[src/rtl/pewc_pkg.sv]
// constants and types shared by the parallel nonvolatile memory write controller
package pewc_pkg;

    // bus geometry
    localparam int ADDR_W      = 13;
    localparam int DATA_W      = 8;
    localparam int PAGE_BITS   = 6;
    localparam int PAGE_W      = ADDR_W - PAGE_BITS;
    localparam int SEQ_LEN     = 3;

    // identification area sits on the top page of the map
    localparam logic [PAGE_W-1:0] ID_PAGE = 7'h7F;

    // data bus bit positions used for completion detection
    localparam int POLL_BIT    = 7;
    localparam int TOGGLE_BIT  = 6;

    // clock and printed times
    localparam int CLK_PERIOD_NS       = 100;
    localparam int READ_ACCESS_NS      = 70;
    localparam int WRITE_PULSE_NS      = 100;
    localparam int BYTE_LOAD_WINDOW_NS = 150000;
    localparam int PROGRAM_CYCLE_NS    = 2000000;
    localparam int POWER_ON_DELAY_NS   = 5000000;

    // cycle counts: least times round up, longest round down
    localparam int READ_CYC  = (READ_ACCESS_NS + CLK_PERIOD_NS - 1) / CLK_PERIOD_NS;
    localparam int WP_CYC    = (WRITE_PULSE_NS + CLK_PERIOD_NS - 1) / CLK_PERIOD_NS;
    localparam int BLC_CYC   = BYTE_LOAD_WINDOW_NS / CLK_PERIOD_NS;
    localparam int PROG_CYC_DEF  = (PROGRAM_CYCLE_NS + CLK_PERIOD_NS - 1) / CLK_PERIOD_NS;
    localparam int POWER_CYC_DEF = (POWER_ON_DELAY_NS + CLK_PERIOD_NS - 1) / CLK_PERIOD_NS;

    // input synchroniser depth and the pin register stage
    localparam int SYNC_STAGES = 2;
    localparam int PIN_STAGES  = 1;
    localparam int RD_WAIT_CYC = READ_CYC + SYNC_STAGES + PIN_STAGES;
    // cycles from taking a page byte to the strobe falling at the pin
    localparam int WR_LEAD_CYC = 3;
    localparam int BLC_GUARD   = BLC_CYC - WR_LEAD_CYC;

    // sequence index meaning "user data byte, no command byte left"
    localparam logic [1:0] SEQ_DATA = 2'h3;

    // user operations
    typedef enum logic [1:0] {
        OP_READ     = 2'h0,
        OP_WRITE    = 2'h1,
        OP_LOCK_ON  = 2'h2,
        OP_LOCK_OFF = 2'h3
    } pewc_op_t;

    // controller states, one-hot
    typedef enum logic [6:0] {
        ST_IDLE   = 7'h01,
        ST_RD     = 7'h02,
        ST_WR_SET = 7'h04,
        ST_WR_LOW = 7'h08,
        ST_WR_REL = 7'h10,
        ST_LOAD   = 7'h20,
        ST_POLL   = 7'h40
    } pewc_state_t;

endpackage

[src/rtl/pewc_host.sv]
// host-side controller driving a byte-wide nonvolatile memory through its pins
// Operation
// RULE1 - read: chip select and output enable low, write strobe high, then sample data.
// RULE2 - data bus released by memory whenever chip select or output enable high.
// RULE3 - write starts with write strobe pulse low while chip select low, output enable high.
// RULE4 - address captured at later falling edge; address held through the whole pulse.
// RULE5 - data captured at earlier rising edge; data driven until after strobe rises.
// RULE6 - memory self-times programming; host only waits and polls.
// RULE7 - during programming reads return status, so host treats them as polls.
// RULE8 - one to sixty-four bytes loaded per load period, programmed together.
// RULE9 - next page byte within 150 us, otherwise load period closes.
// RULE10 - upper address bits identical for every byte of one load period.
// RULE11 - six lowest address bits select position in the page buffer.
// RULE12 - page bytes in any order; reloads overwrite; only loaded bytes programmed.
// RULE13 - during programming bit 7 of last written byte reads inverted.
// RULE14 - during programming bit 6 changes on every read, stops when done.
// RULE15 - no write starts while output enable low, chip select high or strobe high.
// RULE16 - strobe pulses shorter than about 15 ns never start a write.
// RULE17 - writes blocked for about 5 ms after power comes up.
// RULE18 - lock enabled by a three-byte command sequence, effective after one program period.
// RULE19 - locked memory still writes data preceded by the same three-byte sequence.
// RULE20 - lock survives power cycles, cleared only by the disable sequence.
// RULE21 - command bytes are not stored; command addresses stay usable for data.
// RULE22 - locked unprefixed write starts the timer but changes nothing; reads poll.
// RULE23 - high voltage on address bit 9 maps top 64 addresses to the id area.
// RULE24 - the three address and data pairs of each sequence are parameters.
// RULE25 - command sequences use page load timing, forming one load period with data.
`timescale 1ns/10ps
module pewc_host
    import pewc_pkg::*;
#(
    parameter int PROG_CYC  = PROG_CYC_DEF,
    parameter int POWER_CYC = POWER_CYC_DEF,
    parameter logic [ADDR_W-1:0] LOCK_ON_ADDR  [SEQ_LEN] = '{13'h0123, 13'h0456, 13'h0789},
    parameter logic [DATA_W-1:0] LOCK_ON_DATA  [SEQ_LEN] = '{8'h11, 8'h22, 8'h33},
    parameter logic [ADDR_W-1:0] LOCK_OFF_ADDR [SEQ_LEN] = '{13'h0123, 13'h0456, 13'h0789},
    parameter logic [DATA_W-1:0] LOCK_OFF_DATA [SEQ_LEN] = '{8'h11, 8'h22, 8'h44}
) (
    // clock and reset
    input  wire logic              CLK_I,
    input  wire logic              RESETN_I,
    // user request port
    input  wire logic              REQ_VALID_I,
    output logic                   REQ_READY_O,
    input  wire pewc_op_t          REQ_OP_I,
    input  wire logic [ADDR_W-1:0] REQ_ADDR_I,
    input  wire logic [DATA_W-1:0] REQ_DATA_I,
    input  wire logic              REQ_LAST_I,
    input  wire logic              REQ_PREFIX_I,
    input  wire logic              REQ_ID_I,
    // user answer port
    output logic                   RSP_VALID_O,
    output logic [DATA_W-1:0]      RSP_DATA_O,
    output logic                   WR_DONE_O,
    output logic                   BUSY_O,
    // memory pins
    output logic [ADDR_W-1:0]      MEM_ADDR_O,
    output logic                   MEM_CE_N_O,
    output logic                   MEM_OE_N_O,
    output logic                   MEM_WE_N_O,
    output logic                   MEM_ID_HV_O,
    input  wire logic [DATA_W-1:0] MEM_DATA_I,
    output logic [DATA_W-1:0]      MEM_DATA_O,
    output logic                   MEM_DATA_OE_O
);

    ////////////////////////////////////////////////////////////////////////////////
    // declarations

    pewc_state_t       state_ff, nxt_state;
    logic [31:0]       cnt_ff, nxt_cnt;
    logic [31:0]       prog_cnt_ff;
    logic [31:0]       pwr_cnt_ff;
    logic              power_ok_ff;
    logic              poll_ff, nxt_poll;
    logic              accept;
    logic              more_seq;
    logic              rd_end;
    logic              poll_done;
    logic [DATA_W-1:0] data_s1_ff, data_s2_ff;
    logic [ADDR_W-1:0] addr_ff, last_addr_ff, cur_addr;
    logic [DATA_W-1:0] wdata_ff, cur_data;
    logic              last_ff, id_ff, cmd_only_ff, lockoff_ff, last_hv_ff, cur_hv;
    logic [1:0]        seq_idx_ff;
    logic              prev_valid_ff, prev_tog_ff;
    logic              same_page;

    ////////////////////////////////////////////////////////////////////////////////
    // pin input synchroniser; only the second stage is read

    always_ff @(posedge CLK_I or negedge RESETN_I) begin
        if (!RESETN_I) begin
            data_s1_ff <= 8'h00;
            data_s2_ff <= 8'h00;
        end else begin
            data_s1_ff <= MEM_DATA_I;
            data_s2_ff <= data_s1_ff;
        end
    end

    // power-up hold-off; reads may run meanwhile, writes wait
    always_ff @(posedge CLK_I or negedge RESETN_I) begin
        if (!RESETN_I) begin
            pwr_cnt_ff  <= 32'h0;
            power_ok_ff <= 1'b0;
        end else if (!power_ok_ff) begin
            pwr_cnt_ff  <= pwr_cnt_ff + 32'h1;
            power_ok_ff <= (pwr_cnt_ff >= 32'(POWER_CYC - 1));           // [RULE17]
        end
    end

    ////////////////////////////////////////////////////////////////////////////////
    // sequencing

    // bytes of one load stay on one page and one area
    assign same_page = (REQ_ADDR_I[ADDR_W-1:PAGE_BITS] == addr_ff[ADDR_W-1:PAGE_BITS])
                       && (REQ_ID_I == id_ff);                            // [RULE10]
    // command bytes still to go before the data byte, or the end of a lock command
    assign more_seq  = (seq_idx_ff != SEQ_DATA) && !(cmd_only_ff && seq_idx_ff == 2'h2);
    assign rd_end    = (state_ff == ST_RD) && (cnt_ff == 32'(RD_WAIT_CYC - 1));
    // toggle bit standing still ends the wait; the timeout guards a dead part
    assign poll_done = rd_end && poll_ff && ((prev_valid_ff
                       && data_s2_ff[TOGGLE_BIT] == prev_tog_ff)          // [RULE14]
                       || prog_cnt_ff >= 32'(PROG_CYC));                  // [RULE6]

    // next state and shared wait counter
    always_comb begin
        nxt_state = state_ff;
        nxt_cnt   = cnt_ff + 32'h1;
        nxt_poll  = poll_ff;
        accept    = 1'b0;
        case (state_ff)
            ST_IDLE: begin
                nxt_cnt = 32'h0;
                if (REQ_VALID_I && (REQ_OP_I == OP_READ || power_ok_ff)) begin  // [RULE17]
                    accept    = 1'b1;
                    nxt_state = (REQ_OP_I == OP_READ) ? ST_RD : ST_WR_SET;
                end
            end
            ST_RD: begin
                if (rd_end) begin
                    nxt_cnt   = 32'h0;
                    nxt_state = !poll_ff ? ST_IDLE : (poll_done ? ST_IDLE : ST_POLL);
                    nxt_poll  = poll_ff && !poll_done;
                end
            end
            ST_WR_SET: begin
                nxt_cnt   = 32'h0;
                nxt_state = ST_WR_LOW;
            end
            ST_WR_LOW: begin
                if (cnt_ff == 32'(WP_CYC - 1)) begin                       // [RULE16]
                    nxt_state = ST_WR_REL;
                end
            end
            ST_WR_REL: begin
                nxt_cnt = 32'h0;
                if (more_seq) begin
                    nxt_state = ST_WR_SET;                                // [RULE25]
                end else if (last_ff || cmd_only_ff) begin
                    nxt_state = ST_POLL;
                    nxt_poll  = 1'b1;
                end else begin
                    nxt_state = ST_LOAD;
                end
            end
            ST_LOAD: begin
                if (cnt_ff >= 32'(BLC_GUARD)) begin                        // [RULE9]
                    nxt_state = ST_POLL;
                    nxt_poll  = 1'b1;
                end else if (REQ_VALID_I) begin
                    nxt_cnt = 32'h0;
                    if (REQ_OP_I == OP_WRITE && !REQ_PREFIX_I && same_page) begin  // [RULE8]
                        accept    = 1'b1;
                        nxt_state = ST_WR_SET;
                    end else begin
                        nxt_state = ST_POLL;                              // [RULE10]
                        nxt_poll  = 1'b1;
                    end
                end
            end
            ST_POLL: begin
                nxt_cnt   = 32'h0;
                nxt_state = ST_RD;                                        // [RULE7]
            end
            default: begin
                nxt_state = ST_IDLE;
                nxt_cnt   = 32'h0;
                nxt_poll  = 1'b0;
            end
        endcase
    end

    always_ff @(posedge CLK_I or negedge RESETN_I) begin
        if (!RESETN_I) begin
            state_ff <= ST_IDLE;
            cnt_ff   <= 32'h0;
            poll_ff  <= 1'b0;
        end else begin
            state_ff <= nxt_state;
            cnt_ff   <= nxt_cnt;
            poll_ff  <= nxt_poll;
        end
    end

    assign REQ_READY_O = accept;
    assign BUSY_O      = (state_ff != ST_IDLE);

    ////////////////////////////////////////////////////////////////////////////////
    // request latch and command sequence index

    always_ff @(posedge CLK_I or negedge RESETN_I) begin
        if (!RESETN_I) begin
            addr_ff      <= 13'h0000;
            wdata_ff     <= 8'h00;
            last_ff      <= 1'b0;
            id_ff        <= 1'b0;
            cmd_only_ff  <= 1'b0;
            lockoff_ff   <= 1'b0;
            seq_idx_ff   <= SEQ_DATA;
            last_addr_ff <= 13'h0000;
            last_hv_ff   <= 1'b0;
        end else if (accept) begin
            addr_ff     <= REQ_ADDR_I;                                    // [RULE11]
            wdata_ff    <= REQ_DATA_I;
            last_ff     <= REQ_LAST_I;
            id_ff       <= REQ_ID_I;
            cmd_only_ff <= (REQ_OP_I == OP_LOCK_ON) || (REQ_OP_I == OP_LOCK_OFF);  // [RULE18]
            lockoff_ff  <= (REQ_OP_I == OP_LOCK_OFF);                     // [RULE20]
            // a prefixed data write reuses the enable sequence
            seq_idx_ff  <= (REQ_OP_I == OP_LOCK_ON || REQ_OP_I == OP_LOCK_OFF
                            || (REQ_OP_I == OP_WRITE && REQ_PREFIX_I)) ? 2'h0 : SEQ_DATA;  // [RULE19]
        end else if (state_ff == ST_WR_REL) begin
            // poll the location written last, command byte or data byte
            last_addr_ff <= cur_addr;                                     // [RULE13]
            last_hv_ff   <= cur_hv;
            if (more_seq) begin
                seq_idx_ff <= seq_idx_ff + 2'h1;
            end
        end
    end

    // address and data for the current access
    always_comb begin
        cur_hv   = 1'b0;
        cur_data = wdata_ff;
        if (poll_ff) begin
            cur_addr = last_addr_ff;
            cur_hv   = last_hv_ff;
        end else if (seq_idx_ff != SEQ_DATA) begin
            cur_addr = lockoff_ff ? LOCK_OFF_ADDR[seq_idx_ff] : LOCK_ON_ADDR[seq_idx_ff];  // [RULE24]
            cur_data = lockoff_ff ? LOCK_OFF_DATA[seq_idx_ff] : LOCK_ON_DATA[seq_idx_ff];
        end else if (id_ff) begin
            cur_addr = {ID_PAGE, addr_ff[PAGE_BITS-1:0]};                 // [RULE23]
            cur_hv   = 1'b1;
        end else begin
            cur_addr = addr_ff;
        end
    end

    ////////////////////////////////////////////////////////////////////////////////
    // pin register; pins follow the state one cycle late so they never glitch

    always_ff @(posedge CLK_I or negedge RESETN_I) begin
        if (!RESETN_I) begin
            MEM_ADDR_O    <= 13'h0000;
            MEM_CE_N_O    <= 1'b1;
            MEM_OE_N_O    <= 1'b1;
            MEM_WE_N_O    <= 1'b1;
            MEM_ID_HV_O   <= 1'b0;
            MEM_DATA_O    <= 8'h00;
            MEM_DATA_OE_O <= 1'b0;
        end else begin
            MEM_ADDR_O    <= cur_addr;                                    // [RULE4]
            MEM_ID_HV_O   <= cur_hv && (state_ff != ST_IDLE) && (state_ff != ST_LOAD);
            MEM_CE_N_O    <= !(state_ff == ST_RD || state_ff == ST_WR_SET
                               || state_ff == ST_WR_LOW || state_ff == ST_WR_REL);  // [RULE3]
            MEM_OE_N_O    <= (state_ff != ST_RD);                         // [RULE1]
            MEM_WE_N_O    <= (state_ff != ST_WR_LOW);                     // [RULE15]
            MEM_DATA_O    <= cur_data;                                    // [RULE5]
            MEM_DATA_OE_O <= (state_ff == ST_WR_SET || state_ff == ST_WR_LOW
                              || state_ff == ST_WR_REL);                  // [RULE2]
        end
    end

    ////////////////////////////////////////////////////////////////////////////////
    // answers and poll bookkeeping

    always_ff @(posedge CLK_I or negedge RESETN_I) begin
        if (!RESETN_I) begin
            RSP_VALID_O   <= 1'b0;
            RSP_DATA_O    <= 8'h00;
            WR_DONE_O     <= 1'b0;
            prev_valid_ff <= 1'b0;
            prev_tog_ff   <= 1'b0;
            prog_cnt_ff   <= 32'h0;
        end else begin
            RSP_VALID_O <= rd_end && !poll_ff;
            WR_DONE_O   <= poll_done;
            if (rd_end && !poll_ff) begin
                RSP_DATA_O <= data_s2_ff;
            end
            // a fresh poll forgets the old toggle sample
            if (!poll_ff) begin
                prev_valid_ff <= 1'b0;
                prog_cnt_ff   <= 32'h0;
            end else begin
                prog_cnt_ff <= prog_cnt_ff + 32'h1;
                if (rd_end) begin
                    prev_valid_ff <= 1'b1;
                    prev_tog_ff   <= data_s2_ff[TOGGLE_BIT];
                end
            end
        end
    end

    ////////////////////////////////////////////////////////////////////////////////
    // checks

    AST_READ_PINS: assert property (@(posedge CLK_I) disable iff (!RESETN_I)
        !MEM_OE_N_O |-> !MEM_CE_N_O && MEM_WE_N_O && !MEM_DATA_OE_O)  // [RULE1]
        else $error("read strobes malformed");
    AST_NO_CONTENTION: assert property (@(posedge CLK_I) disable iff (!RESETN_I)
        MEM_DATA_OE_O |-> MEM_OE_N_O)  // [RULE2]
        else $error("host drives data while memory may drive");
    AST_WRITE_START: assert property (@(posedge CLK_I) disable iff (!RESETN_I)
        $fell(MEM_WE_N_O) |-> !MEM_CE_N_O && MEM_OE_N_O && MEM_DATA_OE_O)  // [RULE3]
        else $error("write pulse without select or with output enable");
    AST_ADDR_HOLD: assert property (@(posedge CLK_I) disable iff (!RESETN_I)
        $fell(MEM_WE_N_O) |=> $stable(MEM_ADDR_O) && $stable(MEM_DATA_O))  // [RULE4]
        else $error("address or data moved during write pulse");
    AST_DATA_HOLD: assert property (@(posedge CLK_I) disable iff (!RESETN_I)
        $rose(MEM_WE_N_O) |-> MEM_DATA_OE_O && !MEM_CE_N_O && $stable(MEM_DATA_O))  // [RULE5]
        else $error("data released before strobe rose");
    AST_PULSE_WIDTH: assert property (@(posedge CLK_I) disable iff (!RESETN_I)
        $fell(MEM_WE_N_O) |=> MEM_WE_N_O)  // [RULE16]
        else $error("write pulse width not one cycle");
    AST_LOAD_GAP: assert property (@(posedge CLK_I) disable iff (!RESETN_I)
        state_ff == ST_LOAD |-> cnt_ff <= 32'(BLC_GUARD))  // [RULE9]
        else $error("byte load window overrun");
    AST_SAME_PAGE: assert property (@(posedge CLK_I) disable iff (!RESETN_I)
        state_ff == ST_LOAD && accept |-> REQ_ADDR_I[ADDR_W-1:PAGE_BITS]
            == addr_ff[ADDR_W-1:PAGE_BITS])  // [RULE10]
        else $error("page changed inside one load");
    AST_POWER_HOLD: assert property (@(posedge CLK_I) disable iff (!RESETN_I)
        !power_ok_ff |-> MEM_WE_N_O)  // [RULE17]
        else $error("write issued during power-up delay");
    AST_POLL_READS: assert property (@(posedge CLK_I) disable iff (!RESETN_I)
        state_ff == ST_POLL |=> state_ff == ST_RD ##1 MEM_ADDR_O == last_addr_ff)  // [RULE13]
        else $error("poll does not read last written location");

endmodule // pewc_host

[config.mk]
export PLATFORM = sky130hd
export DESIGN_NAME = pewc_host
export DESIGN_NICKNAME = d
export VERILOG_FILES = /design/src/rtl/pewc_pkg.sv /design/src/rtl/pewc_host.sv
export SDC_FILE = /design/constraint.sdc
export NUM_CORES = 1
export LEC_CHECK = 0
export BUFFER_PORTS_ARGS = -buffer_cell sky130_fd_sc_hd__buf_4
export CAP_MARGIN = 20
export CORE_MARGIN = 2
export CORE_UTILIZATION = 64
export CTS_CLUSTER_SIZE = 10
export DETAILED_ROUTE_END_ITERATION = 8
export PLACE_DENSITY = 0.95
export SYNTH_ARGS = -nofsm -noshare
export SYNTH_HDL_FRONTEND = slang
export SYNTH_SLANG_ARGS = --single-unit
[constraint.sdc]
create_clock -name CLK_I -period 4.8 [get_ports CLK_I]
set_clock_uncertainty 0.05 [all_clocks]
set_input_delay 0.24 -clock CLK_I [delete_from_list [all_inputs] [get_ports CLK_I]]
set_output_delay 0.24 -clock CLK_I [all_outputs]
set_load 0.02 [all_outputs]
---- After elaboration in Yosys (flattened, before gate mapping) ----
Cells that the tools add are included.
word-level totals
  register bits ........................... 200
  output and inout port bits .............. 38
  logic and storage cells ................. 162
cells by class
  add/subtract/negate cells ............... 4
  magnitude comparators ................... 4
  equality and inequality tests ........... 28
  multiplexer cells ....................... 54
  bitwise logic cells ..................... 3
  reduce and logical (&&, ||, !) cells .... 40
operators by type and width
  kind                   number
  $mux 32                4
  $add 32x1->32 const B  3
  $pmux 32 s3            1
  $mux 7                 10
  $mux 13                5
  $mux 8                 7
  $pmux 7 s7             1
  $bmux 8 s2             2
  $eq 32x2->1 const B    1
  $ge 32x11->1 const B   1
  $ge 32x15->1 const B   1
  $ge 32x16->1 const B   1
  $logic_not 32->1       1
  $bmux 13 s2            1
  $mux 1                 16
  $logic_and 1x1->1      15
  $ne 2x2->1 const B     6
  $logic_or 1x1->1       10
  $mux 2                 4
  $eq 7x1->1 const B     1
  $eq 7x2->1 const B     1
  $eq 7x3->1 const B     1
  $eq 7x4->1 const B     1
  $eq 7x5->1 const B     1
  26 further kinds       38

---- Logic depth before layout (Yosys ltp) ----
  word-level depth ........................ 9
  mapped depth ............................ 9
  gate-level depth less buffers ........... 8

---- Worst setup path after synthesis ----
No wires, ideal clock.
  kind .................................... reg2reg
  start ................................... reg cnt_ff[0]
  end ..................................... reg addr_ff[0]
  library setup time ...................... 0.125 ns
  data arrival time ....................... 2.063 ns
  slack ................................... 2.562 ns
  cell stages (with the launch flop) ...... 10
  clock period less this slack ............ 2.238 ns
  cells stage by stage .................... dfrtp_1 -> inv_1 -> ha_1 -> nor3b_1 -> o21ai_0 -> o211ai_1 -> and4b_4 -> o21ai_4 -> buf_6 -> mux2_4
on the way
  cells in the longest elaborated chain, start to end .. 3
ends and longest elaborated chain
  item                      RTL line          text
  start: declaration        pewc_host.sv:71   logic [31:0] cnt_ff, nxt_cnt;
  start signal: assignment  pewc_host.sv:201  cnt_ff <= nxt_cnt;
  $ge 32x11->1              pewc_host.sv:168  if (cnt_ff >= 32'(BLC_GUARD)) begin
  $mux 1                    pewc_host.sv:168
  $pmux 1 s2                pewc_host.sv:132  case (state_ff)
  end signal: assignment    pewc_host.sv:214  addr_ff <= 13'h0000;
  end signal: assignment    pewc_host.sv:224  addr_ff <= REQ_ADDR_I;
  end: declaration          pewc_host.sv:81   logic [ADDR_W-1:0] addr_ff, last_addr_ff, cur_addr;
No other way between the ends.
A chain may end at the register's enable or synchronous reset.

---- Worst setup path after layout ----
  start ................................... reg state_ff[2]
  end ..................................... out REQ_READY_O
on the way
  cells in the longest elaborated chain, start to end .. 2
ends and longest elaborated chain
  item                                             RTL line          text
  start: declaration                               pewc_host.sv:70   pewc_state_t state_ff, nxt_state;
  start signal: assignment                         pewc_host.sv:200  state_ff <= nxt_state;
  $eq 7x6->1 / $eq 7x1->1 (equally long branches)  pewc_host.sv:132
  $pmux 1 s2 *                                     pewc_host.sv:132
  end: declaration                                 pewc_host.sv:44   output logic REQ_READY_O,
Mark *: on every way between the ends. The rest lies on a longest branch, timed or not.

==> impl_metrics.toml <==
[layout]
drive_above_1_share = 0.1935
stdcell_count = 1105
final_util = 0.7721
n_fill_cell = 802
syn2layout_area_growth_pct = 17.99
diodes = 0
num-nets-final = 960

[power]
leakage_uw = 0.004909
p_per_area_nw_per_um2 = 477.4
peakVddDrop_mv = 0.3343

[routing]
first_pass_iters = 9
drt-wirelength-per-cell_um = 20.54
wirelength_um = 22700
viasPerCell = 6.188
detail-route-antenna-nets = 0
drtIter0Drc = 743
drc = 0
vias = 6838

[logic_synthesis]
synth_common_cells = "dfrtp_1, nor2_1, nand2_1, xnor2_1, xor2_1"
synth_top_area_share = 0.5366
syn_nets = 855
yosysWarnings = 0
yosysTopAreaCell = "dfrtp_1"
yosysSeqAreaShare = 0.5540
synthArstFlopShare = 1.000
synth.area.top_cells = "dfrtp_1, xnor2_1, nor2_1"
avgSynthCellArea_um2 = 11.21
synth_edf_count = 0
synth.most_common_cell = "dfrtp_1"
ys_ff_latch = 200
yosys_most_used_dff = "dfrtp_1"
synth_cell_type_count = 63
syn_inst = 807
syn_area_um2 = 9047

[timing]
relSlewSlack = 0.2844
fin_crit_ns = 3.386
rsz0062_at_grt = "false"
max_freq_mhz = 295.3
finalHoldViolCount = 0
timing.final.ws_setup_ns = 1.414
setup_violations = 0
worst_pin_slew_ns = 1.073
period_share = 0.7054
setup_tns_ns = 0
drv_slew = 0

[clock_tree]
cts_buffer_depth = 2
cts_tree = "built"
post_cts.repair.setup_buffers = 0
cts-root-buf = "clkbuf_16"
clkTransAtPathRegs_ns = 0.09
cts_num_sinks = 200
cts_made_buffers = 17
clock_latency_ns = 0.46
h-tree-depth = 4

[grt]
top_usage_layer = "met2"
use_met3 = 0.06411
grt_pass1_wl_um = 35220
antenna_found_initial = 0
grt_max_degree = 117
grt_overflow_total = 0
grtUsageMet2 = 0.5059
gr-usage-met1 = 0.3782
grt_use_total = 0.3049
grt_pass1_vias = 6917

[floorplan]
die-area_um2 = 15100
start_util = 0.6543
coreArea_um2 = 13830
fp.dieW_um = 122.9
ios = 75
die_h_um = 122.9
row_count = 43

[placed_design]
port_buffers = 74
dp_slack_ns = 1.865
dpl.hpwl_um = 12100
place_inst = 1043
place_congestion = 0.8548

[setup_path]
endpoint_kind = "primary output"
required_ns = 4.51
critPathKind = "reg2out"
arrival_ns = 3.10
cp-start-kind = "flop"
worst-path-max-fanout = 17

[status]
status = "finished clean"

[worst_hold_path]
hold_path.class = "in2reg"

[flow_run]
maxCapViolations = 0
==> path summary, 6_finish.rpt <==
path / endpoint / slack, ns / cells past startpoint / start
max reg2reg: addr_ff[1] / 1.86 / 6 / state_ff[2]
max: REQ_READY_O / 1.41 / 7 / state_ff[2]
min reg2reg: data_s2_ff[2] / 0.30 / 0 / data_s1_ff[2]
min: addr_ff[8] / 0.005 / 2 / REQ_ADDR_I[8]
max in group asynchronous: cnt_ff[9] / 3.32 / 3 / RESETN_I
min in group asynchronous: MEM_ADDR_O[12] / 0.32 / 2 / RESETN_I
==> registers in the layout, summed over array words and instances (netlist names), 2 cells and up <==
register	count
state_ff	7
pwr_cnt_ff	32
data_s2_ff	8
seq_idx_ff	2
wdata_ff	8
data_s1_ff	8
MEM_ADDR_O	13
MEM_DATA_O	8
last_addr_ff	13
cnt_ff	32
RSP_DATA_O	8
prog_cnt_ff	32
addr_ff	13
==> per-layer routing <==
layer  part of all wire  vias to the layer above  routed length (um)
li1                   -                     2988                   -
met1               0.38                     3385                8668
met2               0.50                      346               11330
met3              0.065                      119                1475
met4              0.054                        0                1226
met5                  0                        -                   0
==> metrics by stage <==
stage	cell area (um^2)	power [uW]	hold slack, ns
3_5_place_dp	9764	3423	0.2730
5_1_grt	10680	5250	0.005753
2_1_floorplan	9047	2985	-0.1056
6_report	10680	5096	0.005099
4_1_cts	10640	4939	0.002169
3_3_place_gp	9764	3340	0.2658
==> cell usage in the layout, fill, tap and decap left out, drive strengths merged, types with 26 or more instances in the layout <==
cell type | netlist | final
nand3 | 37 | 37
o21ai | 26 | 26
nor2 | 104 | 104
dfrtp | 194 | 194
nand2 | 59 | 59
xor2 | 43 | 43
dlygate4sd3 | 0 | 29
mux2 | 48 | 48
xnor2 | 57 | 57
buf | 9 | 78
==> critical path, cell delays in order, from the launching register on <==
cell      delay (ns)
dfrtp_1         0.50
nor2_1          0.43
nand4b_1        0.57
nor2_1          0.44
o21ai_4         0.24
buf_16          0.23
inv_1           0.07
buf_4           0.14
==> cell families after synthesis <==
group,synth area share
and+or+nand+nor,0.1846
AOI/OAI and AO/OA,0.05255
DFF,0.5540
buffers and inverters,0.02157
adders and majority gates,0.01521
muxes,0.07523
xor gates and xnor gates,0.09681
==> repair_timing <==
| item | in CTS | in global routing |
|---|---|---|
| hold endpoints to repair | 108 | 1 |
| gates resized for setup | 0 | 0 |
| setup endpoints to repair | 0 | 0 |
| hold buffers | 28 | 1 |
==> final cells by class <==
cell class                 count  area, um^2  area share
sequential                   200        5012      0.4695
clock buffer                  23       478.0     0.04477
multi-input combinational    563        3840      0.3597
clock inverter                 9       115.1     0.01078
timing repair buffer         108       922.1     0.08638
inverter                      22       82.58    0.007736
tap                          180       225.2     0.02110
==> report_power, final <==
| part | total (uW) | switching, uW | leakage, uW | internal (uW) |
|---|---|---|---|---|
| Sequential | 2220 | 249 | 0.00264 | 1970 |
| Combinational | 1400 | 836 | 0.00198 | 564 |
| Clock | 1480 | 661 | 0.000284 | 815 |
Note: power is estimated with default switching activity, not from simulation.
